<file path="src/hdl/accr_pkg.sv">
// Constants, field layout and carrier types for the converter channel configuration block.
// Assumes a 100 MHz system clock and a 32-bit AXI4-Lite register port.
package accr_pkg;

    // Register byte addresses
    localparam logic [31:0] CURR_CTRL_ADDR = 32'hffff050c;
    localparam logic [31:0] VOLT_CTRL_ADDR = 32'hffff0510;
    localparam logic [31:0] TEMP_CTRL_ADDR = 32'hffff0514;
    localparam logic [31:0] FILT_CTRL_ADDR = 32'hffff0518;
    localparam logic [31:0] STATUS_ADDR = 32'hffff0530;

    // Values after reset
    localparam logic [15:0] CURR_CTRL_RST = 16'h0002;
    localparam logic [15:0] VOLT_CTRL_RST = 16'h0000;
    localparam logic [15:0] TEMP_CTRL_RST = 16'h0000;
    localparam logic [15:0] FILT_CTRL_RST = 16'h0007;

    // Bits that hold state; the rest read as zero
    localparam logic [15:0] CURR_CTRL_MASK = 16'he2ff;
    localparam logic [15:0] VOLT_CTRL_MASK = 16'h82f0;
    localparam logic [15:0] TEMP_CTRL_MASK = 16'he2f0;
    localparam logic [15:0] FILT_CTRL_MASK = 16'hffff;

    // Field positions
    localparam int unsigned EN_BIT = 15;
    localparam int unsigned ISRC_LO = 13;
    localparam int unsigned CODING_BIT = 9;
    localparam int unsigned INSEL_LO = 6;
    localparam int unsigned REFSEL_LO = 4;

    // Status register layout
    localparam int unsigned STAT_SETTLING_BIT = 0;
    localparam int unsigned STAT_RESULT_OK_BIT = 1;
    localparam int unsigned STAT_ENABLES_LO = 2;

    // Field codes
    localparam logic [1:0] INSEL_INT_SENSOR = 2'h0;
    localparam logic [3:0] VOLT_INSEL_VALID = 4'h9;
    localparam logic [5:0] CODES_PER_K_TWOS = 6'h10;
    localparam logic [5:0] CODES_PER_K_UNI = 6'h20;

    // Converter reset vector value that resets all converters
    localparam logic [2:0] CONV_ALL = 3'h7;

    // Bus responses
    localparam logic [1:0] RESP_OKAY = 2'h0;
    localparam logic [1:0] RESP_DECERR = 2'h3;

    // Settling time per enabled converter
    localparam int unsigned SETTLE_TIME_US = 60;
    localparam int unsigned CLK_PERIOD_NS = 10;
    localparam int unsigned SETTLE_CYCLES = (SETTLE_TIME_US * 1000 + CLK_PERIOD_NS - 1) / CLK_PERIOD_NS;
    localparam int unsigned SETTLE_CNT_W = 16;

    typedef enum logic [1:0] {
        ACCR_IDLE = 2'b00,
        ACCR_SETTLE = 2'b01,
        ACCR_READY = 2'b11
    } accr_settle_state_t;

    typedef struct packed {
        logic powered;
        logic unipolar;
        logic [3:0] input_onehot;
        logic [3:0] ref_onehot;
        logic [1:0] isrc;
        logic [5:0] codes_per_k;
    } accr_chan_out_t;

    function automatic logic [3:0] sel_onehot(input logic [1:0] sel);
        sel_onehot = 4'h1 << sel;
    endfunction

endpackage

</file>
<file path="src/hdl/accr_chan_decode.sv">
// Decodes one channel control word into registered analogue steering signals.
// Assumes the control word comes from a flip-flop in the same clock domain.
`timescale 1ns/1ps
`default_nettype none
module accr_chan_decode
    import accr_pkg::*;
#(
    parameter bit IS_TEMP = 1'b0
) (
    input wire logic ref_clk,
    input wire logic rst,
    input wire logic [15:0] ctrl,
    output var accr_chan_out_t cfg
);

    accr_chan_out_t cfg_nxt;

    always_comb begin
        cfg_nxt = '0;
        cfg_nxt.powered = ctrl[EN_BIT];
        cfg_nxt.unipolar = ctrl[CODING_BIT];
        // Undefined voltage input codes select nothing
        cfg_nxt.input_onehot = sel_onehot(ctrl[INSEL_LO +: 2]) & (IS_TEMP ? 4'hf : VOLT_INSEL_VALID);
        cfg_nxt.ref_onehot = sel_onehot(ctrl[REFSEL_LO +: 2]);
        if (IS_TEMP) begin
            cfg_nxt.isrc = ctrl[ISRC_LO +: 2];
            if (ctrl[INSEL_LO +: 2] == INSEL_INT_SENSOR) begin
                cfg_nxt.codes_per_k = ctrl[CODING_BIT] ? CODES_PER_K_UNI : CODES_PER_K_TWOS;
            end
        end
    end

    always_ff @(posedge ref_clk or posedge rst) begin
        if (rst) begin
            cfg <= '0;
        end else begin
            cfg <= cfg_nxt;
        end
    end
endmodule
`default_nettype wire

</file>
<file path="src/hdl/accr_settle_timer.sv">
// Holds off the first conversion result after a converter reset.
// Assumes the reset pulse and enables are synchronous to ref_clk.
`timescale 1ns/1ps
`default_nettype none
module accr_settle_timer
    import accr_pkg::*;
#(
    parameter int unsigned CYCLES_PER_CONV = SETTLE_CYCLES
) (
    input wire logic ref_clk,
    input wire logic rst,
    input wire logic conv_reset,
    input wire logic [2:0] enables,
    output logic settling,
    output logic result_ok
);

    accr_settle_state_t state_r;
    logic [SETTLE_CNT_W-1:0] cnt_r;
    logic [SETTLE_CNT_W-1:0] load_nxt;

    // Extra wait is per enabled converter
    always_comb begin
        load_nxt = SETTLE_CNT_W'((32'(enables[0]) + 32'(enables[1]) + 32'(enables[2])) * CYCLES_PER_CONV);
    end

    always_ff @(posedge ref_clk or posedge rst) begin
        if (rst) begin
            state_r <= ACCR_IDLE;
            cnt_r <= '0;
        end else if (conv_reset) begin
            cnt_r <= load_nxt;
            state_r <= (load_nxt == '0) ? ACCR_READY : ACCR_SETTLE;
        end else begin
            case (state_r)
                ACCR_SETTLE: begin
                    cnt_r <= cnt_r - SETTLE_CNT_W'(1);
                    if (cnt_r == SETTLE_CNT_W'(1)) begin
                        state_r <= ACCR_READY;
                    end
                end
                default: begin
                    cnt_r <= '0;
                end
            endcase
        end
    end

    assign settling = (state_r == ACCR_SETTLE);
    assign result_ok = (state_r != ACCR_SETTLE);
endmodule
`default_nettype wire

</file>
<file path="src/hdl/accr_top.sv">
// Configuration registers for the voltage and temperature converter channels, with filter
// and current channel words, converter reset and settle hold-off, behind an AXI4-Lite slave.
// Assumes all bus inputs are synchronous to ref_clk.
`timescale 1ns/1ps
`default_nettype none
module accr_top
    import accr_pkg::*;
#(
    parameter int unsigned CYCLES_PER_CONV = SETTLE_CYCLES
) (
    input wire logic ref_clk,
    input wire logic rst,
    input wire logic [31:0] s_axi_awaddr,
    input wire logic [2:0] s_axi_awprot,
    input wire logic s_axi_awvalid,
    output logic s_axi_awready,
    input wire logic [31:0] s_axi_wdata,
    input wire logic [3:0] s_axi_wstrb,
    input wire logic s_axi_wvalid,
    output logic s_axi_wready,
    output logic [1:0] s_axi_bresp,
    output logic s_axi_bvalid,
    input wire logic s_axi_bready,
    input wire logic [31:0] s_axi_araddr,
    input wire logic [2:0] s_axi_arprot,
    input wire logic s_axi_arvalid,
    output logic s_axi_arready,
    output logic [31:0] s_axi_rdata,
    output logic [1:0] s_axi_rresp,
    output logic s_axi_rvalid,
    input wire logic s_axi_rready,
    output var accr_chan_out_t volt_cfg,
    output var accr_chan_out_t temp_cfg,
    output logic [15:0] curr_ctrl,
    output logic [15:0] filt_ctrl,
    output logic [2:0] conv_reset,
    output logic settling,
    output logic result_ok
);

    logic aw_have_r;
    logic w_have_r;
    logic [31:0] awaddr_r;
    logic [31:0] wdata_r;
    logic [3:0] wstrb_r;
    logic bvalid_r;
    logic [1:0] bresp_r;
    logic rvalid_r;
    logic [31:0] rdata_r;
    logic [1:0] rresp_r;
    logic wr_exec;
    logic [15:0] curr_r;
    logic [15:0] volt_r;
    logic [15:0] temp_r;
    logic [15:0] filt_r;
    logic [15:0] curr_nxt;
    logic [15:0] volt_nxt;
    logic [15:0] temp_nxt;
    logic [15:0] filt_nxt;
    logic hit_curr;
    logic hit_volt;
    logic hit_temp;
    logic hit_filt;
    logic [2:0] conv_reset_r;
    logic [2:0] conv_reset_nxt;
    logic [31:0] rd_word;
    logic rd_hit;

    function automatic logic addr_hit(input logic [31:0] addr, input logic [31:0] reg_addr);
        addr_hit = (addr[31:2] == reg_addr[31:2]);
    endfunction

    function automatic logic [15:0] merge(input logic [15:0] old, input logic [31:0] data,
                                          input logic [3:0] strb, input logic [15:0] mask);
        logic [15:0] tmp;
        tmp = old;
        if (strb[0]) begin
            tmp[7:0] = data[7:0];
        end
        if (strb[1]) begin
            tmp[15:8] = data[15:8];
        end
        merge = tmp & mask;
    endfunction

    // Write channel: address and data taken in either order
    assign s_axi_awready = !aw_have_r;
    assign s_axi_wready = !w_have_r;
    assign wr_exec = aw_have_r && w_have_r && !bvalid_r;

    always_ff @(posedge ref_clk or posedge rst) begin
        if (rst) begin
            aw_have_r <= 1'b0;
            awaddr_r <= '0;
        end else if (s_axi_awvalid && s_axi_awready) begin
            aw_have_r <= 1'b1;
            awaddr_r <= s_axi_awaddr;
        end else if (wr_exec) begin
            aw_have_r <= 1'b0;
        end
    end

    always_ff @(posedge ref_clk or posedge rst) begin
        if (rst) begin
            w_have_r <= 1'b0;
            wdata_r <= '0;
            wstrb_r <= '0;
        end else if (s_axi_wvalid && s_axi_wready) begin
            w_have_r <= 1'b1;
            wdata_r <= s_axi_wdata;
            wstrb_r <= s_axi_wstrb;
        end else if (wr_exec) begin
            w_have_r <= 1'b0;
        end
    end

    always_comb begin
        hit_curr = addr_hit(awaddr_r, CURR_CTRL_ADDR);
        hit_volt = addr_hit(awaddr_r, VOLT_CTRL_ADDR);
        hit_temp = addr_hit(awaddr_r, TEMP_CTRL_ADDR);
        hit_filt = addr_hit(awaddr_r, FILT_CTRL_ADDR);
        curr_nxt = merge(curr_r, wdata_r, wstrb_r, CURR_CTRL_MASK);
        volt_nxt = merge(volt_r, wdata_r, wstrb_r, VOLT_CTRL_MASK);
        temp_nxt = merge(temp_r, wdata_r, wstrb_r, TEMP_CTRL_MASK);
        filt_nxt = merge(filt_r, wdata_r, wstrb_r, FILT_CTRL_MASK);
    end

    always_ff @(posedge ref_clk or posedge rst) begin
        if (rst) begin
            bvalid_r <= 1'b0;
            bresp_r <= RESP_OKAY;
        end else if (wr_exec) begin
            bvalid_r <= 1'b1;
            bresp_r <= (hit_curr || hit_volt || hit_temp || hit_filt || addr_hit(awaddr_r, STATUS_ADDR)) ?
                       RESP_OKAY : RESP_DECERR;
        end else if (s_axi_bready) begin
            bvalid_r <= 1'b0;
        end
    end

    assign s_axi_bvalid = bvalid_r;
    assign s_axi_bresp = bresp_r;

    // Control words
    always_ff @(posedge ref_clk or posedge rst) begin
        if (rst) begin
            volt_r <= VOLT_CTRL_RST;
        end else if (wr_exec && hit_volt) begin
            volt_r <= volt_nxt;
        end
    end

    always_ff @(posedge ref_clk or posedge rst) begin
        if (rst) begin
            temp_r <= TEMP_CTRL_RST;
        end else if (wr_exec && hit_temp) begin
            temp_r <= temp_nxt;
        end
    end

    always_ff @(posedge ref_clk or posedge rst) begin
        if (rst) begin
            curr_r <= CURR_CTRL_RST;
        end else if (wr_exec && hit_curr) begin
            curr_r <= curr_nxt;
        end
    end

    always_ff @(posedge ref_clk or posedge rst) begin
        if (rst) begin
            filt_r <= FILT_CTRL_RST;
        end else if (wr_exec && hit_filt) begin
            filt_r <= filt_nxt;
        end
    end

    // Converter resets on a changed filter or current word
    always_comb begin
        conv_reset_nxt = 3'b000;
        if (wr_exec && hit_filt && filt_nxt != filt_r) begin
            conv_reset_nxt = CONV_ALL;
        end
        if (wr_exec && hit_curr && curr_nxt != curr_r) begin
            conv_reset_nxt = CONV_ALL;
        end
    end

    always_ff @(posedge ref_clk or posedge rst) begin
        if (rst) begin
            conv_reset_r <= 3'b000;
        end else begin
            conv_reset_r <= conv_reset_nxt;
        end
    end

    assign conv_reset = conv_reset_r;
    assign curr_ctrl = curr_r;
    assign filt_ctrl = filt_r;

    accr_chan_decode #(
        .IS_TEMP(1'b0)
    ) u_volt_dec (
        .ref_clk(ref_clk),
        .rst(rst),
        .ctrl(volt_r),
        .cfg(volt_cfg)
    );

    accr_chan_decode #(
        .IS_TEMP(1'b1)
    ) u_temp_dec (
        .ref_clk(ref_clk),
        .rst(rst),
        .ctrl(temp_r),
        .cfg(temp_cfg)
    );

    accr_settle_timer #(
        .CYCLES_PER_CONV(CYCLES_PER_CONV)
    ) u_settle (
        .ref_clk(ref_clk),
        .rst(rst),
        .conv_reset(|conv_reset_r),
        .enables({temp_r[EN_BIT], volt_r[EN_BIT], curr_r[EN_BIT]}),
        .settling(settling),
        .result_ok(result_ok)
    );

    // Read channel
    assign s_axi_arready = !rvalid_r;

    always_comb begin
        rd_word = '0;
        rd_hit = 1'b1;
        if (addr_hit(s_axi_araddr, CURR_CTRL_ADDR)) begin
            rd_word[15:0] = curr_r;
        end else if (addr_hit(s_axi_araddr, VOLT_CTRL_ADDR)) begin
            rd_word[15:0] = volt_r;
        end else if (addr_hit(s_axi_araddr, TEMP_CTRL_ADDR)) begin
            rd_word[15:0] = temp_r;
        end else if (addr_hit(s_axi_araddr, FILT_CTRL_ADDR)) begin
            rd_word[15:0] = filt_r;
        end else if (addr_hit(s_axi_araddr, STATUS_ADDR)) begin
            rd_word[STAT_SETTLING_BIT] = settling;
            rd_word[STAT_RESULT_OK_BIT] = result_ok;
            rd_word[STAT_ENABLES_LO +: 3] = {temp_r[EN_BIT], volt_r[EN_BIT], curr_r[EN_BIT]};
        end else begin
            rd_hit = 1'b0;
        end
    end

    always_ff @(posedge ref_clk or posedge rst) begin
        if (rst) begin
            rvalid_r <= 1'b0;
            rdata_r <= '0;
            rresp_r <= RESP_OKAY;
        end else if (s_axi_arvalid && s_axi_arready) begin
            rvalid_r <= 1'b1;
            rdata_r <= rd_word;
            rresp_r <= rd_hit ? RESP_OKAY : RESP_DECERR;
        end else if (s_axi_rready) begin
            rvalid_r <= 1'b0;
        end
    end

    assign s_axi_rvalid = rvalid_r;
    assign s_axi_rdata = rdata_r;
    assign s_axi_rresp = rresp_r;
endmodule
`default_nettype wire

</file>
<file path="config.mk">
export PLATFORM = sky130hd
export DESIGN_NAME = accr_top
export DESIGN_NICKNAME = d
export VERILOG_FILES = /design/src/hdl/accr_pkg.sv /design/src/hdl/accr_chan_decode.sv /design/src/hdl/accr_settle_timer.sv /design/src/hdl/accr_top.sv
export SDC_FILE = /design/constraint.sdc
export NUM_CORES = 1
export LEC_CHECK = 0
export ABC_CLOCK_PERIOD_IN_PS = 5200
export BUFFER_PORTS_ARGS = -buffer_cell sky130_fd_sc_hd__clkbuf_2
export CORE_ASPECT_RATIO = 0.8
export CORE_MARGIN = 2
export CORE_UTILIZATION = 52
export DETAILED_ROUTE_END_ITERATION = 8
export GPL_TIMING_DRIVEN = 0
export PLACE_DENSITY = 0.8
export SLEW_MARGIN = 20
export SYNTH_ARGS = -nofsm -noshare
export SYNTH_HDL_FRONTEND = slang
export SYNTH_SLANG_ARGS = --single-unit
export TNS_END_PERCENT = 50
</file>
<file path="constraint.sdc">
create_clock -name ref_clk -period 5.2 [get_ports ref_clk]
set_input_delay 0.52 -clock ref_clk [delete_from_list [all_inputs] [get_ports ref_clk]]
set_output_delay 0.52 -clock ref_clk [all_outputs]
set_load 0.005 [all_outputs]
</file>
Yosys cells after proc, flatten, opt, wreduce, memory -nomap -nowiden

Index checks and enable logic that the tools add are counted.

Logic and storage cells: 119
Register bits after elaboration: 163
Input bits: 113
Output and inout port bits: 114

Multiply operators: 1
Eq/ne operators: 15
Reductions and logical operators: 33
Multiplexer cells: 34
Shift-type cells: 4
Add/subtract/negate cells: 3

Operators with widths:

| kind                  | count |
|---|---|
| $eq 30x30->1 const B  | 10 |
| $mux 16               | 5 |
| $add 32x1->32         | 1 |
| $mul 32x9->12 const B | 1 |
| $mux 8                | 4 |
| $eq 16x1->1 const B   | 1 |
| $logic_not 16->1      | 1 |
| $ne 16x16->1          | 1 |
| $shl 1x2->4 const A   | 4 |
| $sub 16x1->16 const B | 1 |
| $mux 1                | 12 |
| $mux 2                | 6 |
| $mux 6                | 2 |
| $ne 12x12->1          | 1 |
| $reduce_bool 2->1     | 6 |
| $logic_and 1x1->1     | 11 |
| $mux 11               | 1 |
| $mux 5                | 2 |
| $reduce_and 2->1      | 5 |
| $mux 3                | 2 |
| $logic_not 1->1       | 4 |
| $logic_or 1x1->1      | 4 |
| $reduce_or 3->1       | 1 |
| $add 1x1->2           | 1 |
| 3 further kinds       | 3 |

Depth between registers and ports, before layout

Gate-level depths: netlist (run 1).

Depth in word-level cells: 7
Depth in mapped cells: 16
Mapped depth without buffers: 16

Hierarchy

From an unflattened synthesis (run 1), not the netlist that was laid out.

Cell total of the unflattened synthesis: 598
Area total of the unflattened synthesis: 7258.2 µm²

Modules (own cells, without submodules):

| module                         | seq. area each (µm²) | times used | cells an instance | area each (µm²) |
|---|---|---|---|---|
| accr_top                       | 2832.7               | 1          | 440               | 5455.2 |
| accr_settle_timer              | 450.4                | 1          | 102               | 1037.2 |
| accr_chan_decode at u_temp_dec | 350.3                | 1          | 30                | 446.7 |
| accr_chan_decode at u_volt_dec | 200.2                | 1          | 26                | 319.1 |

Worst setup path before layout (run 1)

No wires, ideal clock.

Path type: reg-to-reg
From: reg curr_r[15], in the netlist curr_ctrl[15]
To: reg u_settle.state_r[1]
Cell stages (with the launch flop): 15
Slack: 1.420 ns
Setup time: 0.068 ns
Arrival time: 3.712 ns
Required time: 5.132 ns
Path buffers: 0
Clock period less this slack: 3.780 ns
Path through: dfrtp_1 > ha_1 > ha_1 > ha_1 > inv_1 > fa_1 > inv_1 > ha_1 > ha_1 > ha_1 > fa_1 > or4_1 > o41ai_1 > o31a_1 > and4_1

Cells in the longest elaborated chain, start to end: 6

RTL lines:

| what                   | line                    | source |
|---|---|---|
| start, declared        | accr_top.sv:52          | `logic [15:0] curr_r;` |
| start signal, assigned | accr_top.sv:165         | `curr_r <= curr_nxt;` |
| $add 1x1->2            | accr_settle_timer.sv:24 | `load_nxt = SETTLE_CNT_W'((32'(enables[0]) + 32'(enables[1]) + 32'(enables[2])) * CYCLES_PER_CONV);` |
| $add 32x1->32          | accr_settle_timer.sv:24 |  |
| $mul 32x9->12          | accr_settle_timer.sv:24 |  |
| $logic_not 16->1       | accr_settle_timer.sv:33 | `state_r <= (load_nxt == '0) ? ACCR_READY : ACCR_SETTLE;` |
| $mux 2                 | accr_settle_timer.sv:33 |  |
| $mux 2                 | accr_settle_timer.sv:31 | `end else if (conv_reset) begin` |
| end signal, assigned   | accr_settle_timer.sv:33 |  |
| end, declared          | accr_settle_timer.sv:18 | `accr_settle_state_t state_r;` |

No other way between the ends.
A chain may end at the register's enable or synchronous reset.

Worst setup path in the final report (run 1)

From: reg volt_r[15]
To: reg u_settle.state_r[1]

Cells in the longest elaborated chain, start to end: 6

RTL lines:

| what                   | line                    | source |
|---|---|---|
| start, declared        | accr_top.sv:53          | `logic [15:0] volt_r;` |
| start signal, assigned | accr_top.sv:149         | `volt_r <= volt_nxt;` |
| $add 1x1->2            | accr_settle_timer.sv:24 |  |
| $add 32x1->32          | accr_settle_timer.sv:24 |  |
| $mul 32x9->12          | accr_settle_timer.sv:24 |  |
| $logic_not 16->1       | accr_settle_timer.sv:33 |  |
| $mux 2                 | accr_settle_timer.sv:33 |  |
| $mux 2                 | accr_settle_timer.sv:31 |  |

No other way between the ends.

==> out/results.txt, run 1 <==
final cell count without fillers = 1076
CTS tree = built
nature of the critical path startpoint = flop
Clk pwr share = 34.7%
H-tree depth = 4
Filler cells = 1101
DR vias/cell = 5.329
Num CTS Buffers = 17
Cell Area, Placed = 0.008869 mm^2
FF+latch count, synth = 153
Top-Level Pins = 227
number of nets still failing antenna checks after routing = 0
hold_ws = 102.7 ps
Initial DRC Count = 421
Synth top area share = 48.68%
post-DP HPWL = 13500 um
core area = 0.01435 mm^2
CTS resizes = 0
P_int = 2.436 mW
RSZ-0062 raised after global routing = no
final core utilization = 65.79%
final hold violation count = 0
placed cell count = 1044
CP arrival = 4540 ps
Crit-path slowest cell = or4_1
number of global-route vias before repair = 5557
# rows = 39
CP Cell Sequence = ha_1, ha_1, ha_1, inv_1, fa_1, inv_1, ha_1, ha_1, ha_1, fa_1, or4_1, o41ai_1, o31a_1, and4_1
worst hold path type = primary input to asynchronous set/reset pin
skew final = 9.323 ps
Netlist cell types = 56
worst slew pin tran = 802.1 ps
Port Buf Inserts = 164
dominant synthesized flop cell = dfrtp_1
synth top area cells = dfrtp_1 49%, mux2_2 12%, ha_1 4.9%
Async S/R FF share, synth = 100.0%
synthesized area = 0.007659 mm^2
DRT Pass-1 Iters = 5
Post-synth EDFFs = 0
DR DRC count = 0
post-route cell area = 0.009439 mm^2
initial antenna violation count = 0
CP max stage delay = 550 ps
Worst EP required = 5560 ps
clk sinks = 153
area delta synth->final = 23.25%
final wirelength = 17900 um
cell count after synthesis = 662
Synthesis Warnings = 0
max-cap violation count = 0
Die X = 139.7 um
Psw = 984.4 uW
sequential power share = 46.2%
Rel. slew slack = 46.53%
grt ovf = 0
Root Buffer = clkbuf_16
Pleak = 4.869 nW
largest net degree at the start of global routing = 100
most used cell, CP = ha_1
outcome = completed
power share of the combinational group = 19.1%
die height = 112.5 um
Max Slew Vio Count = 0
WS Path Type = flop to flop
clk_lat worst skew = 430 ps
via count = 5734
n_diodes = 0
Syn Area/Cell = 11.57 um^2
crit path max fanout = 5
wire per inst = 16.63 um
VDD IR-drop max = 0.2837 mV
Initial Util = 53.38%
first-pass GRT wire length = 29290 um
post-layout minimum cycle time = 4186 ps
Setup Viol. Count Final = 0
clk buf depth = 2
# Post-CTS Setup Buffers = 0
layout cells sized above 1 = 37.67%
Power Density = 362.4 mW/mm^2
Post-CTS Hold Fix Bufs = 0
fin nets = 1027
Worst setup EP type = flop
cell taking the most area after synthesis = dfrtp_1
full die area = 0.01572 mm^2
all-layer global routing usage = 23.74%
CTS clk-pin slew, worst paths = 60 ps
Final Wtd Congestion = 0.9024
Sw Ratio = 28.78%
Max Clock Freq = 238.9 MHz
final worst-path cycle share = 80.50%
Seq/Total Area, Yosys = 50.06%
setup TNS = 0 ps
logic make-up after synthesis:
| group | share of synthesized area [%] |
|---|---|
| DFF | 50.06 |
| other | 0.04896 |
| AOI/OAI and AO/OA | 7.891 |
| and+or+nand+nor | 12.01 |
| buffers and inverters | 6.159 |
| muxes | 12.71 |
| xor gates and xnor gates | 4.917 |
| adders and majority gates | 6.208 |
state kept, by name (all words and copies together) (netlist names), 2 cells and up:
name	count
awaddr_r	30
filt_ctrl	16
s_axi_rdata	16
u_settle.cnt_r	16
wdata_r	16
u_temp_dec.cfg	14
curr_ctrl	12
temp_r	8
u_volt_dec.cfg	8
volt_r	6
u_settle.state_r	2
wstrb_r	2
power groups by stage:
| stage | clock (mW) | sequential (mW) | combinational (mW) |
|---|---|---|---|
| global route | 1.27 | 1.61 | 0.726 |
| CTS | 1.21 | 1.58 | 0.657 |
| floorplan | 0 | 1.55 | 0.501 |
| finish | 1.19 | 1.58 | 0.654 |
| detailed placement | 0 | 1.60 | 0.653 |
| global placement | 0 | 1.58 | 0.636 |
worst paths after layout:
kind,startpoint,to,slack (ps),depth (start not counted)
max,volt_r[15],u_settle.state_r[1],1010,14
min,rst,awaddr_r[12],100,2
max reg2reg,volt_r[15],u_settle.state_r[1],1010,14
min reg2reg,temp_r[14],u_temp_dec.cfg[7],420,0
max in group asynchronous,rst,s_axi_rdata[10],4300,3
min in group ref_clk,s_axi_bready,s_axi_bvalid,270,2
cell type report:
class | count | area, um^2 | share of cell area (%)
multi-input cells | 456 | 3477 | 36.84
repair buffers | 165 | 848.3 | 8.987
plain buffers | 58 | 366.6 | 3.884
clock buffers | 20 | 456.7 | 4.838
clock inverters | 12 | 113.9 | 1.206
flip-flops and latches | 153 | 3834 | 40.62
well taps | 184 | 230.2 | 2.439
inverters | 28 | 112.6 | 1.193
cells in the mapped netlist (13+ instances only):
cell      count
o21ai_0      28
nor2_1       29
mux2_2       82
inv_1        28
ha_1         30
dfrtp_1     149
a21oi_1      22
nand3_1      16
nand2_1      36
buf_4        39
nor2b_1      13
clkbuf_1     15
xnor2_1      31
nand4_1      14
per-stage QoR:
| step | power [mW] | worst slack (ps) |
|---|---|---|
| 3_5_place_dp | 2.250 | 1090 |
| 3_3_place_gp | 2.221 | -1162 |
| 6_report | 3.421 | 1014 |
| 4_1_cts | 3.442 | 1046 |
| 5_1_grt | 3.606 | 832.5 |
| 2_1_floorplan | 2.047 | 565.2 |
layer usage:
| layer | share of wire (%) | routed length (um) | global-route usage [%] | vias to the layer above |
|---|---|---|---|---|
| li1 | - | - | - | 2689 |
| met1 | 46 | 8150 | 34.83 | 2807 |
| met2 | 45 | 8010 | 34.08 | 219 |
| met3 | 7.9 | 1422 | 7.295 | 19 |
| met4 | 1.7 | 312 | 7.200 | 0 |
| met5 | 0 | 0 | 0 | - |
critical path, delay by kind of cell, from the launching register on:
family	cells	cell delay [ps]
and+or+nand+nor	2	730
adders and majority gates	8	2310
DFF	1	470
AOI/OAI and AO/OA	2	480
buffers and inverters	2	130
placed cells by master (no fill, tap or decap), types with 3 or more instances in the layout:
master and count:
clkbuf_1 16, buf_4 39, and2_1 6, nand2b_1 7, and3_1 4, mux2i_1 5, conb_1 34, a221oi_1 5
o22ai_1 3, nand3_1 16, inv_1 27, clkinvlp_4 4, clkbuf_16 17, xnor2_1 31, nor3_4 4, dfstp_2 4
a22o_1 12, nor2b_1 13, inv_6 3, ha_1 30, o211ai_1 6, o21ai_0 28, dfrtp_1 149, fa_1 5
nor4_1 7, a21oi_1 22, nand4_1 14, mux2_2 82, nor2_1 29, nor3_1 6, xor2_1 12, and4_1 4
nand2_1 36, clkbuf_2 164
Note: power is estimated with default switching activity, not from simulation.
==> run 2, diff against run 1 <==
--- a/config.mk
+++ b/config.mk
@@ -5,14 +5,15 @@
 export SDC_FILE = /design/constraint.sdc
 export NUM_CORES = 1
 export LEC_CHECK = 0
-export ABC_CLOCK_PERIOD_IN_PS = 5200
+export ABC_AREA = 1
+export ABC_CLOCK_PERIOD_IN_PS = 3800
 export BUFFER_PORTS_ARGS = -buffer_cell sky130_fd_sc_hd__clkbuf_2
 export CORE_ASPECT_RATIO = 0.8
 export CORE_MARGIN = 2
-export CORE_UTILIZATION = 52
+export CORE_UTILIZATION = 48
 export DETAILED_ROUTE_END_ITERATION = 8
 export GPL_TIMING_DRIVEN = 0
-export PLACE_DENSITY = 0.8
+export PLACE_DENSITY = 0.77
 export SLEW_MARGIN = 20
 export SYNTH_ARGS = -nofsm -noshare
 export SYNTH_HDL_FRONTEND = slang
==> constraint.sdc (replaced) <==
create_clock -name ref_clk -period 3.8 [get_ports ref_clk]
set_input_delay 0.38 -clock ref_clk [delete_from_list [all_inputs] [get_ports ref_clk]]
set_output_delay 0.38 -clock ref_clk [all_outputs]
set_load 0.005 [all_outputs]
==> run 2 against run 1 <==
Net effect:
- area after synthesis grew 12%
- sequential share of layout area shrank 4.2 points
- setup slack lost 780 ps
- power grew 51%
- largest cell class is now multi-input gates
==> out/results.txt, run 2 <==
Netlist cell types = 44
Seq/Total Area, Yosys = 44.61%
initial antenna violation count = 0
CTS clk-pin slew, worst paths = 60 ps
final core utilization = 60.52%
cell count after synthesis = 1064
all-layer global routing usage = 24.19%
P_int = 3.452 mW
Post-CTS Hold Fix Bufs = 0
Top Usage Layer GRT = met2
number of global-route vias before repair = 7324
synth top area cells = dfrtp_1 43%, nand2_1 10%, inv_1 5.5%
Async S/R FF share, synth = 100.0%
VDD IR-drop max = 0.3622 mV
routing usage on met1 = 34.41%
CP Cell Sequence = inv_1, fa_2, inv_1, ha_1, fa_1, ha_1, ha_1, nand2_1, nor2_1, nor2_1, nand3_1, nand3_1, nand2_1, nand3_1, nand2_1
Initial Util = 49.30%
Max Clock Freq = 280.4 MHz
# rows = 43
area delta synth->final = 22.74%
hold_ws = 39.27 ps
H-tree depth = 4
Initial DRC Count = 483
Cell Area, Placed = 0.009932 mm^2
core area = 0.01743 mm^2
Synth top area share = 43.38%
outcome = completed
Final Wtd Congestion = 0.9360
final hold violation count = 0
Synthesis Warnings = 0
area of the multi-input gates = 0.003973 mm^2
Pleak = 5.658 nW
crit path max fanout = 7
Top-Level Pins = 227
Num CTS Buffers = 17
layout cells sized above 1 = 25.69%
Root Buffer = clkbuf_16
fin nets = 1435
clk sinks = 153
Sw Ratio = 33.13%
final wirelength = 22400 um
wire per inst = 14.69 um
final cell count without fillers = 1525
M3 GR Usage = 5.532%
full die area = 0.01900 mm^2
Port Buf Inserts = 164
Power Density = 489.3 mW/mm^2
Worst setup EP type = flop
cell taking the most area after synthesis = dfrtp_1
RSZ-0062 raised after global routing = no
critical path's top delay family = adder cells
sequential power share = 40.4%
leading cell type in the layout, fill and taps excluded = nand2_1
commonest non-fill, non-tap cells in the layout = 234 x nand2_1, 164 x clkbuf_2, 146 x dfrtp_1
Syn Area/Cell = 8.078 um^2
power share of the combinational group = 26.5%
DR DRC count = 0
nature of the critical path startpoint = flop
met2 usage = 37.72%
DRT Pass-1 Iters = 5
via count = 7746
most frequent cells after synthesis = 234 x nand2_1, 149 x dfrtp_1, 125 x inv_1, 123 x nor2_1, 74 x nand3_1
Worst EP required = 4120 ps
setup TNS = 0 ps
Die X = 153.6 um
Crit-path slowest cell = fa_2
Setup Viol. Count Final = 0
Post-synth EDFFs = 0
register name with the most flops = awaddr_r
Critical path buffers and inverters = 2
die height = 123.7 um
largest net degree at the start of global routing = 34
worst slew pin tran = 680.1 ps
FF+latch count, synth = 153
post-route cell area = 0.01055 mm^2
placed cell count = 1491
clk_lat worst skew = 430 ps
Psw = 1.710 mW
first-pass GRT wire length = 36400 um
clk buf depth = 2
Filler cells = 1539
max FFs per register = 30
reg2reg start = temp_r[15]
final worst-path cycle share = 93.87%
Final WS setup = 233.0 ps
DR vias/cell = 5.079
synthesized area = 0.008594 mm^2
number of nets still failing antenna checks after routing = 0
skew final = 13.07 ps
post-layout minimum cycle time = 3567 ps
post-DP HPWL = 17290 um
WS Path Type = flop to flop
CP startpoint = temp_r[15]
CP arrival = 3880 ps
most common cell in the netlist = nand2_1
Clk pwr share = 33.2%
sequential cell area = 0.003837 mm^2
final total power = 5.162 mW
dominant synthesized flop cell = dfrtp_1
Max Slew Vio Count = 0
CP max stage delay = 630 ps
grt ovf = 0
worst hold path type = primary input to asynchronous set/reset pin
n_diodes = 0
Place WS = 40.66 ps
max-cap violation count = 0
CTS tree = built
Rel. slew slack = 54.57%
run 2: layer usage:
layer / part of all wire [%] / wire length [um]
met1: 46 / 10240
met2: 45 / 10180
met3: 7.8 / 1750
met4: 1.0 / 227
met5: 0 / 0
run 2: logic make-up (layout without fill, tap and decap cells):
kind of cell / count (synthesis) / count (layout) / synth area share (%)
adders and majority gates: 35 / 35 / 5.532
xor gates and xnor gates: 6 / 6 / 0.6114
other: 1 / 34 / 0.04363
muxes: 22 / 22 / 2.883
buffers and inverters: 196 / 399 / 10.73
AOI/OAI and AO/OA: 151 / 151 / 9.273
and+or+nand+nor: 500 / 500 / 26.32
DFF: 153 / 153 / 44.61
run 2: layout make-up:
type | instances | area share, %
inverter | 132 | 4.744
clock buffer | 22 | 4.211
multi-input combinational | 748 | 37.66
timing repair buffer | 171 | 8.943
tap | 225 | 2.669
buffer | 64 | 4.033
sequential | 153 | 36.38
clock inverter | 10 | 1.364
run 2: what timing repair did:
| item | in CTS | in global routing |
|---|---|---|
| resized for setup | 1 | 6 |
| setup buffers | 0 | 2 |
| endpoints found under the setup margin | 1 | 2 |
| endpoints found under the hold margin | 0 | 0 |
run 2: power groups by stage:
stage | Sequential, mW | Combinational [mW] | Clock, mW
6_report | 2.08 | 1.37 | 1.71
5_1_grt | 2.13 | 1.56 | 1.81
4_1_cts | 2.08 | 1.36 | 1.74
3_5_place_dp | 2.11 | 1.35 | 0
3_3_place_gp | 2.10 | 1.29 | 0
2_1_floorplan | 2.08 | 0.985 | 0
run 2: path summary, 6_finish.rpt:
check                           cells past startpoint  slack, ps                  end
worst max-delay path                               15        230  u_settle.state_r[1]
worst min-delay path                                2         40         awaddr_r[28]
worst max register to register                     15        230  u_settle.state_r[1]
worst min register to register                      0        410   u_volt_dec.cfg[16]
max in group asynchronous                           4       2900         filt_ctrl[1]
min in group ref_clk                                2        140         s_axi_bvalid
